--- config.mk ---
export PLATFORM = sky130hd
export DESIGN_NAME = accr_regs
export DESIGN_NICKNAME = d
export VERILOG_FILES = /design/src/verilog/accr_pkg.sv /design/src/verilog/accr_reg16.sv /design/src/verilog/accr_regs.sv
export SDC_FILE = /design/constraint.sdc
export NUM_CORES = 1
export LEC_CHECK = 0
export ABC_AREA = 1
export BUFFER_PORTS_ARGS = -buffer_cell sky130_fd_sc_hd__buf_2
export CORE_MARGIN = 2
export CORE_UTILIZATION = 40
export CTS_BUF_LIST = sky130_fd_sc_hd__clkbuf_8
export DETAILED_ROUTE_END_ITERATION = 8
export GPL_ROUTABILITY_DRIVEN = 0
export PLACE_DENSITY = 0.69
export REMOVE_ABC_BUFFERS = 1
export SYNTH_ARGS = -nofsm -noshare
export SYNTH_HDL_FRONTEND = slang
export SYNTH_SLANG_ARGS = --single-unit
--- constraint.sdc ---
create_clock -name clk -period 2 [get_ports clk]
set_clock_uncertainty 0.1 [all_clocks]
set_input_delay 0.1 -clock clk [delete_from_list [all_inputs] [get_ports clk]]
set_output_delay 0.1 -clock clk [all_outputs]
set_load 0.005 [all_outputs]
--- src/verilog/accr_pkg.sv ---
// accr_pkg: constants for the channel calibration and configuration register slice.
// assumes a classic wishbone slave with 32-bit data, one word per register.
//
// Functional notes
// - select 00 normal pair, 01 shorted inputs
// - select 10 positive, 11 negative test signal
// - config register at 18h, resets to zero
// - offset upper holds bits 23:8, at 19h
// - offset lower holds 7:0 high, low zero
// - offset word is signed two's complement
// - gain upper holds bits 23:8, at 1Bh
// - gain upper resets to 8000h, unity gain
// - gain lower at 1Ch, holds 7:0 high, low zero
// - gain word unsigned, range zero to two
// - channel two gain lower, low byte zero
`default_nettype none

package accr_pkg;
  // -----------------------------------------------------------------
  // register indices (printed offsets), byte address is four times
  // -----------------------------------------------------------------
  localparam logic [5:0]  IDX_CHAN3_CONFIG       = 6'h18;
  localparam logic [5:0]  IDX_CHAN3_OFFSET_UPPER = 6'h19;
  localparam logic [5:0]  IDX_CHAN3_OFFSET_LOWER = 6'h1a;
  localparam logic [5:0]  IDX_CHAN3_GAIN_UPPER   = 6'h1b;
  localparam logic [5:0]  IDX_CHAN3_GAIN_LOWER   = 6'h1c;
  localparam logic [5:0]  IDX_CHAN2_GAIN_LOWER   = 6'h17; // sits just below 18h

  // -----------------------------------------------------------------
  // reset values
  // -----------------------------------------------------------------
  localparam logic [15:0] RST_CHAN3_CONFIG       = 16'h0000;
  localparam logic [15:0] RST_CHAN3_OFFSET_UPPER = 16'h0000;
  localparam logic [15:0] RST_CHAN3_OFFSET_LOWER = 16'h0000;
  localparam logic [15:0] RST_CHAN3_GAIN_UPPER   = 16'h8000;
  localparam logic [15:0] RST_CHAN3_GAIN_LOWER   = 16'h0000;
  localparam logic [15:0] RST_CHAN2_GAIN_LOWER   = 16'h0000;

  // -----------------------------------------------------------------
  // field layout and write masks
  // -----------------------------------------------------------------
  localparam logic [15:0] MASK_CONFIG_RW  = 16'hffc7; // 5:3 read-only zero
  localparam logic [15:0] MASK_FULL_RW    = 16'hffff;
  localparam logic [15:0] MASK_LOWER_RW   = 16'hff00; // 7:0 read-only zero
  localparam int          SEL_LSB         = 0;
  localparam int          SEL_MSB         = 1;

  // input select codes
  typedef enum logic [1:0] {
    ACCR_SEL_NORMAL  = 2'h0,
    ACCR_SEL_SHORTED = 2'h1,
    ACCR_SEL_POS_DC  = 2'h2,
    ACCR_SEL_NEG_DC  = 2'h3
  } accr_sel_t;
endpackage : accr_pkg

`default_nettype wire

--- src/verilog/accr_reg16.sv ---
// accr_reg16: one 16-bit register with a per-bit write mask and byte lanes.
// assumes write strobe and data come from logic on the same clock.
`default_nettype none

module accr_reg16 #(
  parameter logic [15:0] RESET_VALUE = 16'h0000,
  parameter logic [15:0] WRITE_MASK  = 16'hffff
) (
  input  wire logic        clk,
  input  wire logic        resetn,
  input  wire logic        ce,
  input  wire logic        wr,
  input  wire logic [1:0]  lanes,
  input  wire logic [15:0] wdata,
  output logic      [15:0] value
);
  // -----------------------------------------------------------------
  // merge of written lanes, masked bits stay at zero
  // -----------------------------------------------------------------
  wire logic [15:0] lane_mask = {{8{lanes[1]}}, {8{lanes[0]}}};
  wire logic [15:0] next_value = ((value & ~lane_mask) | (wdata & lane_mask)) & WRITE_MASK;

  // storage, frozen while ce is low
  always_ff @(posedge clk or negedge resetn)
  begin
    if (!resetn)
      value <= RESET_VALUE & WRITE_MASK;
    else if (ce && wr)
      value <= next_value;
  end
endmodule : accr_reg16

`default_nettype wire

--- src/verilog/accr_regs.sv ---
// accr_regs: channel three configuration, offset and gain calibration registers,
// plus the lower gain register of channel two, as a classic wishbone slave.
// assumes a single master on the same clock; the analog mux and calibration math
// sit outside and read the decoded outputs.
//
// Register access over Wishbone was decided locally.
`default_nettype none

module accr_regs (
  input  wire logic                clk,
  input  wire logic                resetn,
  input  wire logic                ce,
  // wishbone classic slave
  input  wire logic                wb_cyc_i,
  input  wire logic                wb_stb_i,
  input  wire logic                wb_we_i,
  input  wire logic [7:0]          wb_adr_i,
  input  wire logic [3:0]          wb_sel_i,
  input  wire logic [31:0]         wb_dat_i,
  output logic      [31:0]         wb_dat_o,
  output logic                     wb_ack_o,
  output logic                     wb_err_o,
  // channel three front end steering
  output accr_pkg::accr_sel_t      chan3_input_select,
  output logic                     chan3_pos_input_connect,
  output logic                     chan3_neg_input_connect,
  output logic                     chan3_inputs_shorted,
  output logic                     chan3_test_pos,
  output logic                     chan3_test_neg,
  // assembled calibration words
  output logic signed [23:0]       chan3_offset_word,
  output logic        [23:0]       chan3_gain_word,
  output logic        [7:0]        chan2_gain_lo_field
);
  import accr_pkg::*;

  // -----------------------------------------------------------------
  // bus decode
  // -----------------------------------------------------------------
  wire logic       req        = wb_cyc_i && wb_stb_i && !wb_ack_o && !wb_err_o;
  wire logic [5:0] idx        = wb_adr_i[7:2];
  wire logic       hit_cfg    = (idx == IDX_CHAN3_CONFIG);
  wire logic       hit_ofs_u  = (idx == IDX_CHAN3_OFFSET_UPPER);
  wire logic       hit_ofs_l  = (idx == IDX_CHAN3_OFFSET_LOWER);
  wire logic       hit_gain_u = (idx == IDX_CHAN3_GAIN_UPPER);
  wire logic       hit_gain_l = (idx == IDX_CHAN3_GAIN_LOWER);
  wire logic       hit_g2_l   = (idx == IDX_CHAN2_GAIN_LOWER);
  wire logic       mapped     = hit_cfg | hit_ofs_u | hit_ofs_l | hit_gain_u | hit_gain_l
                                | hit_g2_l;
  wire logic       wr         = req && wb_we_i && mapped;
  wire logic [1:0] lanes      = {wb_sel_i[SEL_MSB], wb_sel_i[SEL_LSB]};
  wire logic [15:0] wdata     = wb_dat_i[15:0];

  // register contents
  wire logic [15:0] cfg_q;
  wire logic [15:0] ofs_u_q;
  wire logic [15:0] ofs_l_q;
  wire logic [15:0] gain_u_q;
  wire logic [15:0] gain_l_q;
  wire logic [15:0] g2_l_q;

  // -----------------------------------------------------------------
  // register instances
  // -----------------------------------------------------------------
  // config: bits 5:3 never store, so they read zero; reserved rw bits are kept
  // as written because the host is expected to write zeros there
  accr_reg16 #(.RESET_VALUE(RST_CHAN3_CONFIG), .WRITE_MASK(MASK_CONFIG_RW)) u_cfg (
    .clk(clk), .resetn(resetn), .ce(ce), .wr(wr && hit_cfg), .lanes(lanes),
    .wdata(wdata), .value(cfg_q)
  );

  accr_reg16 #(.RESET_VALUE(RST_CHAN3_OFFSET_UPPER), .WRITE_MASK(MASK_FULL_RW)) u_ofs_u (
    .clk(clk), .resetn(resetn), .ce(ce), .wr(wr && hit_ofs_u), .lanes(lanes),
    .wdata(wdata), .value(ofs_u_q)
  );

  accr_reg16 #(.RESET_VALUE(RST_CHAN3_OFFSET_LOWER), .WRITE_MASK(MASK_LOWER_RW)) u_ofs_l (
    .clk(clk), .resetn(resetn), .ce(ce), .wr(wr && hit_ofs_l), .lanes(lanes),
    .wdata(wdata), .value(ofs_l_q)
  );

  accr_reg16 #(.RESET_VALUE(RST_CHAN3_GAIN_UPPER), .WRITE_MASK(MASK_FULL_RW)) u_gain_u (
    .clk(clk), .resetn(resetn), .ce(ce), .wr(wr && hit_gain_u), .lanes(lanes),
    .wdata(wdata), .value(gain_u_q)
  );

  accr_reg16 #(.RESET_VALUE(RST_CHAN3_GAIN_LOWER), .WRITE_MASK(MASK_LOWER_RW)) u_gain_l (
    .clk(clk), .resetn(resetn), .ce(ce), .wr(wr && hit_gain_l), .lanes(lanes),
    .wdata(wdata), .value(gain_l_q)
  );

  accr_reg16 #(.RESET_VALUE(RST_CHAN2_GAIN_LOWER), .WRITE_MASK(MASK_LOWER_RW)) u_g2_l (
    .clk(clk), .resetn(resetn), .ce(ce), .wr(wr && hit_g2_l), .lanes(lanes),
    .wdata(wdata), .value(g2_l_q)
  );

  // -----------------------------------------------------------------
  // read mux
  // -----------------------------------------------------------------
  wire logic [15:0] rd_val = hit_cfg    ? cfg_q    :
                             hit_ofs_u  ? ofs_u_q  :
                             hit_ofs_l  ? ofs_l_q  :
                             hit_gain_u ? gain_u_q :
                             hit_gain_l ? gain_l_q :
                             hit_g2_l   ? g2_l_q   : 16'h0000;

  // answer one cycle after the request, then drop the next cycle
  always_ff @(posedge clk or negedge resetn)
  begin
    if (!resetn)
    begin
      wb_ack_o <= 1'b0;
      wb_err_o <= 1'b0;
      wb_dat_o <= 32'h0000_0000;
    end
    else if (ce)
    begin
      wb_ack_o <= req && mapped;
      wb_err_o <= req && !mapped;   // unmapped address answers with err
      if (req && !wb_we_i && mapped)
        wb_dat_o <= {16'h0000, rd_val};
    end
  end

  // -----------------------------------------------------------------
  // input select decode
  // -----------------------------------------------------------------
  wire accr_sel_t sel = accr_sel_t'(cfg_q[1:0]);

  // outputs registered so the analog switches never see a decode glitch
  always_ff @(posedge clk or negedge resetn)
  begin
    if (!resetn)
    begin
      chan3_input_select      <= ACCR_SEL_NORMAL;
      chan3_pos_input_connect <= 1'b1;
      chan3_neg_input_connect <= 1'b1;
      chan3_inputs_shorted    <= 1'b0;
      chan3_test_pos          <= 1'b0;
      chan3_test_neg          <= 1'b0;
    end
    else if (ce)
    begin
      chan3_input_select      <= sel;
      chan3_pos_input_connect <= (sel == ACCR_SEL_NORMAL);
      chan3_neg_input_connect <= (sel == ACCR_SEL_NORMAL);
      chan3_inputs_shorted    <= (sel == ACCR_SEL_SHORTED);
      chan3_test_pos          <= (sel == ACCR_SEL_POS_DC);
      chan3_test_neg          <= (sel == ACCR_SEL_NEG_DC);
    end
  end

  // -----------------------------------------------------------------
  // calibration word assembly
  // -----------------------------------------------------------------
  always_ff @(posedge clk or negedge resetn)
  begin
    if (!resetn)
    begin
      chan3_offset_word   <= 24'sh000000;
      chan3_gain_word     <= 24'h800000;
      chan2_gain_lo_field <= 8'h00;
    end
    else if (ce)
    begin
      chan3_offset_word   <= signed'({ofs_u_q, ofs_l_q[15:8]});
      chan3_gain_word     <= {gain_u_q, gain_l_q[15:8]};
      chan2_gain_lo_field <= g2_l_q[15:8];
    end
  end
endmodule : accr_regs

`default_nettype wire

==> out/metrics.yaml, run 1 <==
outcome: "complete, no violations"
synth_edf_count: 0
drtIter0Drc: 429
antenna_found_initial: 0
rows: 47
synth_top_cells_by_area: "dfrtp_1 (53%), nand2_1 (14%), inv_1 (6.6%)"
syn_area_mm2: 0.006844
cp_slowest_cell: "dfrtp_1"
netlist_instances: 852
vias_per_cell: 4.596
seqPwrFrac_pct: 53.2
grt_max_degree: 105
syn_area_per_cell_um2: 8.033
post_cts_resized: 0
fin_crit_ns: 1.864
p_sw_mw: 1.478
synth_most_common_cell: "nand2_1"
setup_viol: 0
cap_violations: 0
sw_frac_of_total_pct: 24.97
cp.arrival_ns: 2.11
core_area_mm2: 0.01664
leakagePower_nw: 4.752
die-area_mm2: 0.01817
p_comb_share_pct: 8.5
synthTopCellsByCount: "nand2_1 (261), dfrtp_1 (146), inv_1 (120), nor2_1 (114), o21ai_0 (47)"
fin_setup_tns_ns: 0
setup_slack_ns: 0.1356
synth_flop_cell: "dfrtp_1"
ys_ff_latch: 149
power_density_mw_per_mm2: 718.9
post-route-period-util_pct: 93.22
n_antenna_cell: 0
max_stage_delay_ns: 0.38
port_buffers: 110
vdd_ir_drop_max_v: 0.0005327
cp_cell_sequence: "inv_1 > nand4_1 > nor2_1 > buf_12 > nand2_1 > nor2_2 > nand2_1 > nand2_1 > nand2_1"
drt.antenna.violating_nets: 0
ys_async_sr_fraction_pct: 100.0
drive_above_1_share_pct: 18.84
grt_use_total_pct: 19.39
cp_max_fo: 15
nets: 1040
worstSetupPathType: "flip-flop to flip-flop"
rsz0062_at_grt: "yes"
ys_types: 29
routed-via-count: 5621
start_kind: "flip-flop"
overflow: 0
cts_root_buf: "clkbuf_8"
hold_viol: 0
clk_pin_slew_worst_paths_ns: 0.08
wl_um: 16790
hpwl_um: 11460
place_area_mm2: 0.007674
cts_tree: "built"
first_pass_iters: 5
wl_per_cell_um: 13.73
worst_setup_path_end_kind: "flip-flop"
maxSlewViolCount: 0
pwr-share-clk_pct: 38.3
grt_pass1_vias: 5218
cts_buffers: 17
power.internal_mw: 4.440
ys_warn_count: 0
synth.yosys.seq_area_share_pct: 54.53
initial_utilization_pct: 41.12
cts.path.max_buffers: 2
drc: 0
power_mw: 5.918
place_ws_ns: 0.1274
area_delta_synth_final_pct: 20.27
clock.fmax_ghz: 0.5364
synth_top_cell_by_area: "dfrtp_1"
clock_sinks: 149
stdcell_area_mm2: 0.008232
crit_top_cell: "nand2_1"
timing.slew.headroom_pct: 40.85
grt_pass1_wl_um: 27230
yosysTopAreaCellShare_pct: 53.38
worstMarginPinSlew_ns: 0.8872
fp.dieW_um: 134.8
io_pins: 147
crit_required_ns: 2.25
htree_levels: 4
hp-class: "input pin to flip-flop"
insertion_delay_ns: 0.45
dieHeight_um: 134.8
-- cells by family after synthesis --
logic type / count (synthesis) / synth area share [%]
buffers and inverters: 173 / 10.90
DFF: 149 / 54.53
other: 1 / 0.05479
AOI/OAI and AO/OA: 67 / 5.393
and+or+nand+nor: 462 / 29.12
-- critical path, delay by kind of cell, from the launching register on --
family / cells / cell delay, ns
DFF: 1 / 0.38
and+or+nand+nor: 7 / 1.01
buffers and inverters: 2 / 0.26
-- cell type report --
| class | instances | area, um2 |
|---|---|---|
| clock buffer | 19 | 261.5 |
| clock inverter | 13 | 116.4 |
| inverter | 125 | 469.2 |
| timing repair buffer | 152 | 954.7 |
| fill | 1642 | 8411 |
| sequential | 149 | 3732 |
| tap | 220 | 275.3 |
| multi-input combinational | 545 | 2422 |
-- final timing paths --
check                                                  startpoint                             endpoint  slack [ns]  cells after the start
worst max register to register               wb_ack_o$_DFFE_PN0P_                            flip-flop        0.14                      9
worst min register to register  chan3_input_select[0]$_DFFE_PN0P_    chan3_input_select[0]$_DFFE_PN0P_        0.37                      2
max in group asynchronous                                  resetn  chan3_neg_input_connect$_DFFE_PN1P_        1.03                      3
min in group asynchronous                                  resetn                            async pin        0.04                      2
worst min-delay path                                  wb_adr_i[3]                 wb_err_o$_DFFE_PN0P_        0.03                      5
worst max-delay path                         wb_ack_o$_DFFE_PN0P_                            flip-flop        0.14                      9
-- cells in the final DEF (no fill, tap or decap), types with 2 or more instances in the layout --
master / netlist / final
nand2_1: 261 / 261
dfrtp_1: 146 / 146
inv_1: 120 / 123
nor2_1: 114 / 114
buf_2: 11 / 109
o21ai_0: 47 / 47
nand3_1: 40 / 40
nand4_1: 27 / 27
buf_4: 20 / 21
clkbuf_8: 0 / 19
dlygate4sd3_1: 0 / 18
conb_1: 1 / 16
nor2_4: 5 / 5
inv_2: 4 / 5
nand4_2: 5 / 5
o211ai_1: 5 / 5
o21a_1: 5 / 5
clkinv_2: 0 / 5
nor2_2: 3 / 3
a21oi_1: 3 / 3
o22ai_1: 3 / 3
o21ai_1: 3 / 3
dfstp_2: 3 / 3
buf_12: 0 / 3
nand3_2: 2 / 2
nand3_4: 2 / 2
bufinv_16: 0 / 2
-- repair_timing --
action / in CTS / in global routing
endpoints found under the hold margin: 216 / 0
buffers inserted: 0 / 0
hold buffers: 18 / 0
setup endpoints to repair: 0 / 14
-- stage by stage --
stage / utilization (%) / hold WS [ns] / instances
5_1_grt: 49.46 / 0.05614 / 1223
6_report: 49.46 / 0.02887 / 1223
3_3_place_gp: 46.11 / -0.03539 / 1173
3_5_place_dp: 46.11 / -0.03782 / 1173
2_1_floorplan: - / -0.2956 / 819
4_1_cts: 49.46 / 0.004090 / 1223
-- layer usage --
layer | wire length (um) | GRT usage (%) | up-vias
met1 | 7819 | 26.58 | 2576
li1 | - | - | 2863
met5 | 0 | 0 | -
met4 | 306 | 7.018 | 0
met2 | 7809 | 30.99 | 163
met3 | 854 | 3.453 | 19
-- power by group through the flow --
stage	logic (mW)	registers [mW]	clock network, mW
2_1_floorplan	0.179	3.21	0
3_3_place_gp	0.476	3.20	0
3_5_place_dp	0.484	3.20	0
4_1_cts	0.513	3.15	2.32
5_1_grt	0.569	3.16	2.44
6_report	0.503	3.15	2.27
Power figures use the tool's default switching activity.
==> run 2: changes to the inputs <==
--- a/config.mk
+++ b/config.mk
@@ -9,7 +9,7 @@
 export BUFFER_PORTS_ARGS = -buffer_cell sky130_fd_sc_hd__buf_2
 export CORE_MARGIN = 2
 export CORE_UTILIZATION = 40
-export CTS_BUF_LIST = sky130_fd_sc_hd__clkbuf_8
+export CTS_BUF_LIST = sky130_fd_sc_hd__clkbuf_16
 export DETAILED_ROUTE_END_ITERATION = 8
 export GPL_ROUTABILITY_DRIVEN = 0
 export PLACE_DENSITY = 0.69
==> run 2 against run 1 <==
Clock-buffer cell count shrank 2. Hold slack gained 0.025 ns. Register-to-register slack gained 0.08 ns.
==> out/metrics.yaml, run 2 (synthesis gave the netlist of run 1 again) <==
grt_max_degree: 105  # unchanged
clock_sinks: 149  # unchanged
power_mw: 6.665  # +13%
overflow: 0  # unchanged
postCtsSetupBuffers: 0  # unchanged
critPathBufInv: 2  # unchanged
nets: 1039  # -0.096%
first_pass_iters: 8  # +3
vias_per_cell: 4.607  # +0.24%
stdcell_area_mm2: 0.008398  # +2.0%
initial_utilization_pct: 41.12  # unchanged
crit_required_ns: 2.21  # -0.04 ns
p_sw_mw: 1.573  # +6.4%
timing.slew.headroom_pct: 41.44  # +0.58 points
cp_slowest_cell: "dfrtp_1"
start_kind: "flip-flop"
rsz0062_at_grt: "no"
fp.dieW_um: 134.8  # unchanged
drive_above_1_share_pct: 18.86  # about the same
whs_ns: 0.05375  # +0.02488 ns
worstSetupPathType: "flip-flop to flip-flop"
final_cell_mix: "nand2_1 (259), dfrtp_1 (146), inv_1 (123)"
place_area_mm2: 0.007674  # unchanged
rows: 47  # unchanged
drt.antenna.violating_nets: 0  # unchanged
n_antenna_cell: 0  # unchanged
die-area_mm2: 0.01817  # unchanged
clock.fmax_ghz: 0.5603  # +4.5%
hp-class: "input pin to flip-flop"
seqPwrFrac_pct: 47.3  # -5.9 points
cts_root_buf: "clkbuf_16"
drc: 0  # unchanged
hpwl_um: 11460  # unchanged
grt_pass1_wl_um: 27430  # +0.73%
port_buffers: 110  # unchanged
antenna_found_initial: 0  # unchanged
routed-via-count: 5630  # +0.16%
grt_use_total_pct: 19.69  # +0.31 points
power.internal_mw: 5.093  # +15%
cts_buffers: 17  # unchanged
outcome: "complete, no violations"
dieHeight_um: 134.8  # unchanged
cts.path.max_buffers: 2  # unchanged
power_density_mw_per_mm2: 793.7  # +10%
cp.arrival_ns: 1.99  # -0.12 ns
clk_pin_slew_worst_paths_ns: 0.05  # -0.03 ns
p_comb_share_pct: 7.5  # -1.0 points
hold_viol: 0  # unchanged
pwr-share-clk_pct: 45.2  # +6.9 points
max_stage_delay_ns: 0.38  # about the same
htree_levels: 4  # unchanged
cp_cell_sequence: "inv_1 > nand4_1 > nor2_1 > buf_12 > nand2_1 > nor2_2 > nand2_2 > nand2_1 > nand2_1"
crit_top_cell: "nand2_1"
wl_um: 17010  # +1.3%
cts_tree: "built"
vdd_ir_drop_max_v: 0.0005920  # +11%
fin_crit_ns: 1.785  # -0.07961 ns
path_delay_family: "simple AND/OR/NAND/NOR gates"
sw_frac_of_total_pct: 23.60  # -1.4 points
fin_setup_tns_ns: 0  # unchanged
grt_pass1_vias: 5294  # +1.5%
maxSlewViolCount: 0  # unchanged
io_pins: 147  # unchanged
leakagePower_nw: 4.826  # +1.6%
drtIter0Drc: 459  # +7.0%
core_area_mm2: 0.01664  # unchanged
insertion_delay_ns: 0.42  # -0.03 ns
layout_commonest_cell: "nand2_1"
wl_per_cell_um: 13.92  # +1.4%
worst_setup_path_end_kind: "flip-flop"
setup_viol: 0  # unchanged
worstMarginPinSlew_ns: 0.8785  # -0.008757 ns
area_delta_synth_final_pct: 22.71
post-route-period-util_pct: 89.24  # -4.0 points
cp_max_fo: 15  # unchanged
cap_violations: 0  # unchanged
[run 2: changes by cell type in the layout (fill, tap and decap cells not counted), sizes merged]
cell | previous run | this run
clkbuf | 19 | 17
clkinv | 6 | 8
dlygate4sd3 | 18 | 17
[run 2: per-stage QoR]
stage / utilization (%) / std cells / setup slack (ns)
floorplan: - / 819 / -1.113
global route: 50.46 / 1222 / 0.006908
detailed placement: 46.11 / 1173 / 0.1274
global placement: 46.11 / 1173 / 0.1897
CTS: 50.43 / 1222 / 0.1281
finish: 50.46 / 1222 / 0.2153
[run 2: power groups by stage]
stage	registers, mW	clock network (mW)	logic [mW]
floorplan	3.21	0	0.179
finish	3.15	3.01	0.501
CTS	3.15	3.07	0.511
global route	3.16	3.20	0.568
global placement	3.20	0	0.476
detailed placement	3.20	0	0.484
[run 2: tightest hold or removal path, cell delays in order]
cell	delay, ns
buf_2	0.11
nor2_4	0.06
nand3_2	0.10
nand4_1	0.09
o21ai_0	0.07
[run 2: worst paths after layout]
kind | from | end | slack (ns) | cells after the start
min reg2reg | chan3_input_select[0]$_DFFE_PN0P_ | chan3_input_select[0]$_DFFE_PN0P_ | 0.37 | 2
max in group asynchronous | resetn | chan3_neg_input_connect$_DFFE_PN1P_ | 1.00 | 3
min | wb_adr_i[7] | wb_err_o$_DFFE_PN0P_ | 0.05 | 5
min in group asynchronous | resetn | async pin | 0.07 | 2
max | wb_ack_o$_DFFE_PN0P_ | flip-flop | 0.22 | 9
max reg2reg | wb_ack_o$_DFFE_PN0P_ | flip-flop | 0.22 | 9
[run 2: layout make-up]
cell class,count,area (um2)
clock buffer,17,425.4
clock inverter,15,123.9
fill,1606,8244
inverter,125,469.2
multi-input combinational,545,2427
sequential,149,3732
tap,220,275.3
timing repair buffer,151,944.7
[run 2: per-layer routing]
| layer | up-vias | global-route usage [%] | wire, um |
|---|---|---|---|
| li1 | 2860 | - | - |
| met1 | 2567 | 26.36 | 7818 |
| met2 | 171 | 31.05 | 7841 |
| met3 | 32 | 4.354 | 933 |
| met4 | 0 | 8.246 | 420 |
| met5 | - | 0 | 0 |
[run 2: what timing repair did]
action	CTS	global route
setup endpoints to repair	0	15
resized for setup	0	2
hold endpoints to repair	216	0
hold buffers	17	0
==> run 3: changes to the inputs <==
--- a/config.mk
+++ b/config.mk
@@ -8,11 +8,11 @@
 export ABC_AREA = 1
 export BUFFER_PORTS_ARGS = -buffer_cell sky130_fd_sc_hd__buf_2
 export CORE_MARGIN = 2
-export CORE_UTILIZATION = 40
+export CORE_UTILIZATION = 51
 export CTS_BUF_LIST = sky130_fd_sc_hd__clkbuf_16
 export DETAILED_ROUTE_END_ITERATION = 8
 export GPL_ROUTABILITY_DRIVEN = 0
-export PLACE_DENSITY = 0.69
+export PLACE_DENSITY = 0.82
 export REMOVE_ABC_BUFFERS = 1
 export SYNTH_ARGS = -nofsm -noshare
 export SYNTH_HDL_FRONTEND = slang
==> run 3 against run 2 <==
Global-route usage increased by 4.5 points. First-iteration DRC count decreased by 20%. Critical path depth shrank 1. Combinational power up 2%. Final cell count fell by 3.6%. Non-clock buffer count shrank 1. Utilization is 13 points higher. Clock power shrank 4%. Sequential cell count did not move. Sequential power barely moved. Hold slack gained 0.014 ns. Sequential share of layout area rose by 0.27 points.
==> out/metrics.yaml, run 3 (synthesis gave the netlist of run 1 again) <==
outcome: "complete, no violations"
grtUsageMet3_pct: 5.228  # +0.87 points
cts_root_buf: "clkbuf_16"
fin_setup_tns_ns: 0  # unchanged
die-area_mm2: 0.01436  # -21%
hp-class: "input pin to flip-flop"
drtIter0Drc: 369  # -20%
clk_pin_slew_worst_paths_ns: 0.06  # about the same
clock_sinks: 149  # unchanged
drt.antenna.violating_nets: 0  # unchanged
sw_frac_of_total_pct: 24.18  # +0.59 points
grt_use_total_pct: 24.23  # +4.5 points
initial_utilization_pct: 51.89  # +11 points
p_sw_mw: 1.586  # +0.82%
n_antenna_cell: 0  # unchanged
cts_tree: "built"
hpwl_um: 10970  # -4.3%
maxSlewViolCount: 0  # unchanged
hold_viol: 0  # unchanged
worstSetupPathType: "flip-flop to flip-flop"
area_delta_synth_final_pct: 21.96
cp_max_fo: 8  # -7
rsz0062_at_grt: "no"
stdcell_count: 1178  # -3.6%
power_density_mw_per_mm2: 785.6  # -1.0%
worstMarginPinSlew_ns: 0.9039  # +0.02544 ns
nFillCells: 1115  # -31%
insertion_delay_ns: 0.42  # about the same
start_kind: "flip-flop"
postCtsSetupBuffers: 0  # unchanged
grt_max_degree: 105  # unchanged
top_usage_layer: "met2"
globalRouteMet1Util_pct: 31.63  # +5.3 points
clock.fmax_ghz: 0.5630  # +0.49%
routed-via-count: 5780  # +2.7%
setup_viol: 0  # unchanged
vias_per_cell: 4.907  # +6.5%
grt_pass1_wl_um: 27100  # -1.2%
power.internal_mw: 4.971  # -2.4%
seqPwrFrac_pct: 48.0  # +0.7 points
port_buffers: 110  # unchanged
grt_pass1_vias: 5496  # +3.8%
vdd_ir_drop_max_v: 0.0005408  # -8.7%
antenna_found_initial: 0  # unchanged
drc: 0  # unchanged
cp.arrival_ns: 1.98  # about the same
dpl.cell_count: 1127  # -3.9%
nets: 1039  # unchanged
cts_buffers: 17  # unchanged
drive_above_1_share_pct: 18.86  # unchanged
first_pass_iters: 5  # -3
met2_usage_pct: 40.04  # +9.0 points
layout_commonest_cell: "nand2_1"
multi_input_area_mm2: 0.002455  # +1.1%
crit_required_ns: 2.21  # about the same
dieHeight_um: 119.8  # -11%
timing.slew.headroom_pct: 39.74  # -1.7 points
leakagePower_nw: 4.809  # -0.35%
fin_crit_ns: 1.776  # -0.008680 ns
core_area_mm2: 0.01319  # -21%
pwr-share-clk_pct: 44.2  # -1.0 points
overflow: 0  # unchanged
post-route-period-util_pct: 88.80  # -0.43 points
p_comb_share_pct: 7.8  # +0.3 points
rows: 42  # -11%
cts.path.max_buffers: 2  # unchanged
cap_violations: 0  # unchanged
fin_util_pct: 63.28  # +13 points
seqCellArea_mm2: 0.003732  # unchanged
io_pins: 147  # unchanged
whs_ns: 0.06772  # +0.01397 ns
htree_levels: 4  # unchanged
wl_per_cell_um: 14.17  # +1.8%
fp.dieW_um: 119.8  # -11%
wl_um: 16690  # -1.9%
final_cell_mix: "nand2_1 (260), dfrtp_1 (146), inv_1 (123)"
worst_setup_path_end_kind: "flip-flop"
[run 3: cell count changes in the layout (fill, tap and decap cells not counted)]
cell	before	now
nor2_2	3	4
nand4_4	0	2
nand2_2	3	2
nand3_2	2	3
dlygate4sd3_1	17	18
nand4_2	5	3
clkinvlp_4	1	3
buf_4	21	19
bufinv_16	2	1
clkinv_1	3	2
nor2_1	114	113
nand2_1	259	260
[run 3: repair_timing]
action,CTS,global route
hold buffers,18,0
hold endpoints to repair,224,0
resized for setup,0,4
endpoints found under the setup margin,0,23
[run 3: worst paths after layout]
kind	startpoint	to	slack, ns	depth (start not counted)
worst max-delay path	wb_ack_o$_DFFE_PN0P_	flip-flop	0.22	8
worst min-delay path	wb_adr_i[5]	wb_err_o$_DFFE_PN0P_	0.07	5
worst max register to register	wb_ack_o$_DFFE_PN0P_	flip-flop	0.22	8
worst min register to register	chan3_offset_word[10]$_DFFE_PN0P_	chan3_offset_word[10]$_DFFE_PN0P_	0.37	2
max in group asynchronous	resetn	chan3_offset_word[0]$_DFFE_PN0P_	1.04	3
min in group asynchronous	resetn	chan3_gain_word[13]$_DFFE_PN0P_	0.10	2
[run 3: power groups by stage]
stage / Clock [mW] / Combinational (mW) / Sequential [mW]
2_1_floorplan: 0 / 0.179 / 3.21
3_3_place_gp: 0 / 0.468 / 3.20
3_5_place_dp: 0 / 0.480 / 3.20
4_1_cts: 2.94 / 0.510 / 3.15
5_1_grt: 3.08 / 0.572 / 3.16
6_report: 2.90 / 0.512 / 3.15
[run 3: through the flow]
| stage | total power, mW | setup slack, ns | instance area (um2) |
|---|---|---|---|
| after floorplan | 3.391 | -1.113 | 6624 |
| after global placement | 3.667 | 0.1496 | 7604 |
| after detailed placement | 3.682 | 0.09427 | 7604 |
| after CTS | 6.598 | 0.06743 | 8314 |
| after global routing | 6.815 | 0.05113 | 8347 |
| final | 6.557 | 0.2239 | 8347 |
[run 3: cell type report]
cell class	count	share of cell area, %
repair buffers	150	11.26
multi-input cells	546	29.41
clock inverters	15	1.259
clock buffers	17	5.097
flip-flops and latches	149	44.72
well taps	176	2.638
inverters	125	5.621
[run 3: layer usage]
metal | routed length, um | part of all wire (%)
met1 | 7235 | 43
met3 | 890 | 5.3
met2 | 8185 | 49
met5 | 0 | 0
met4 | 378 | 2.3
[run 3: worst max-delay path, cell delays in order, from the launching register on]
cell and delay, ns:
dfrtp_1 0.38, inv_1 0.07, nand4_1 0.13, nor2_2 0.22
nand2_1 0.13, nor2_2 0.21, nand2_1 0.24, nand2_1 0.13
nand2_1 0.06
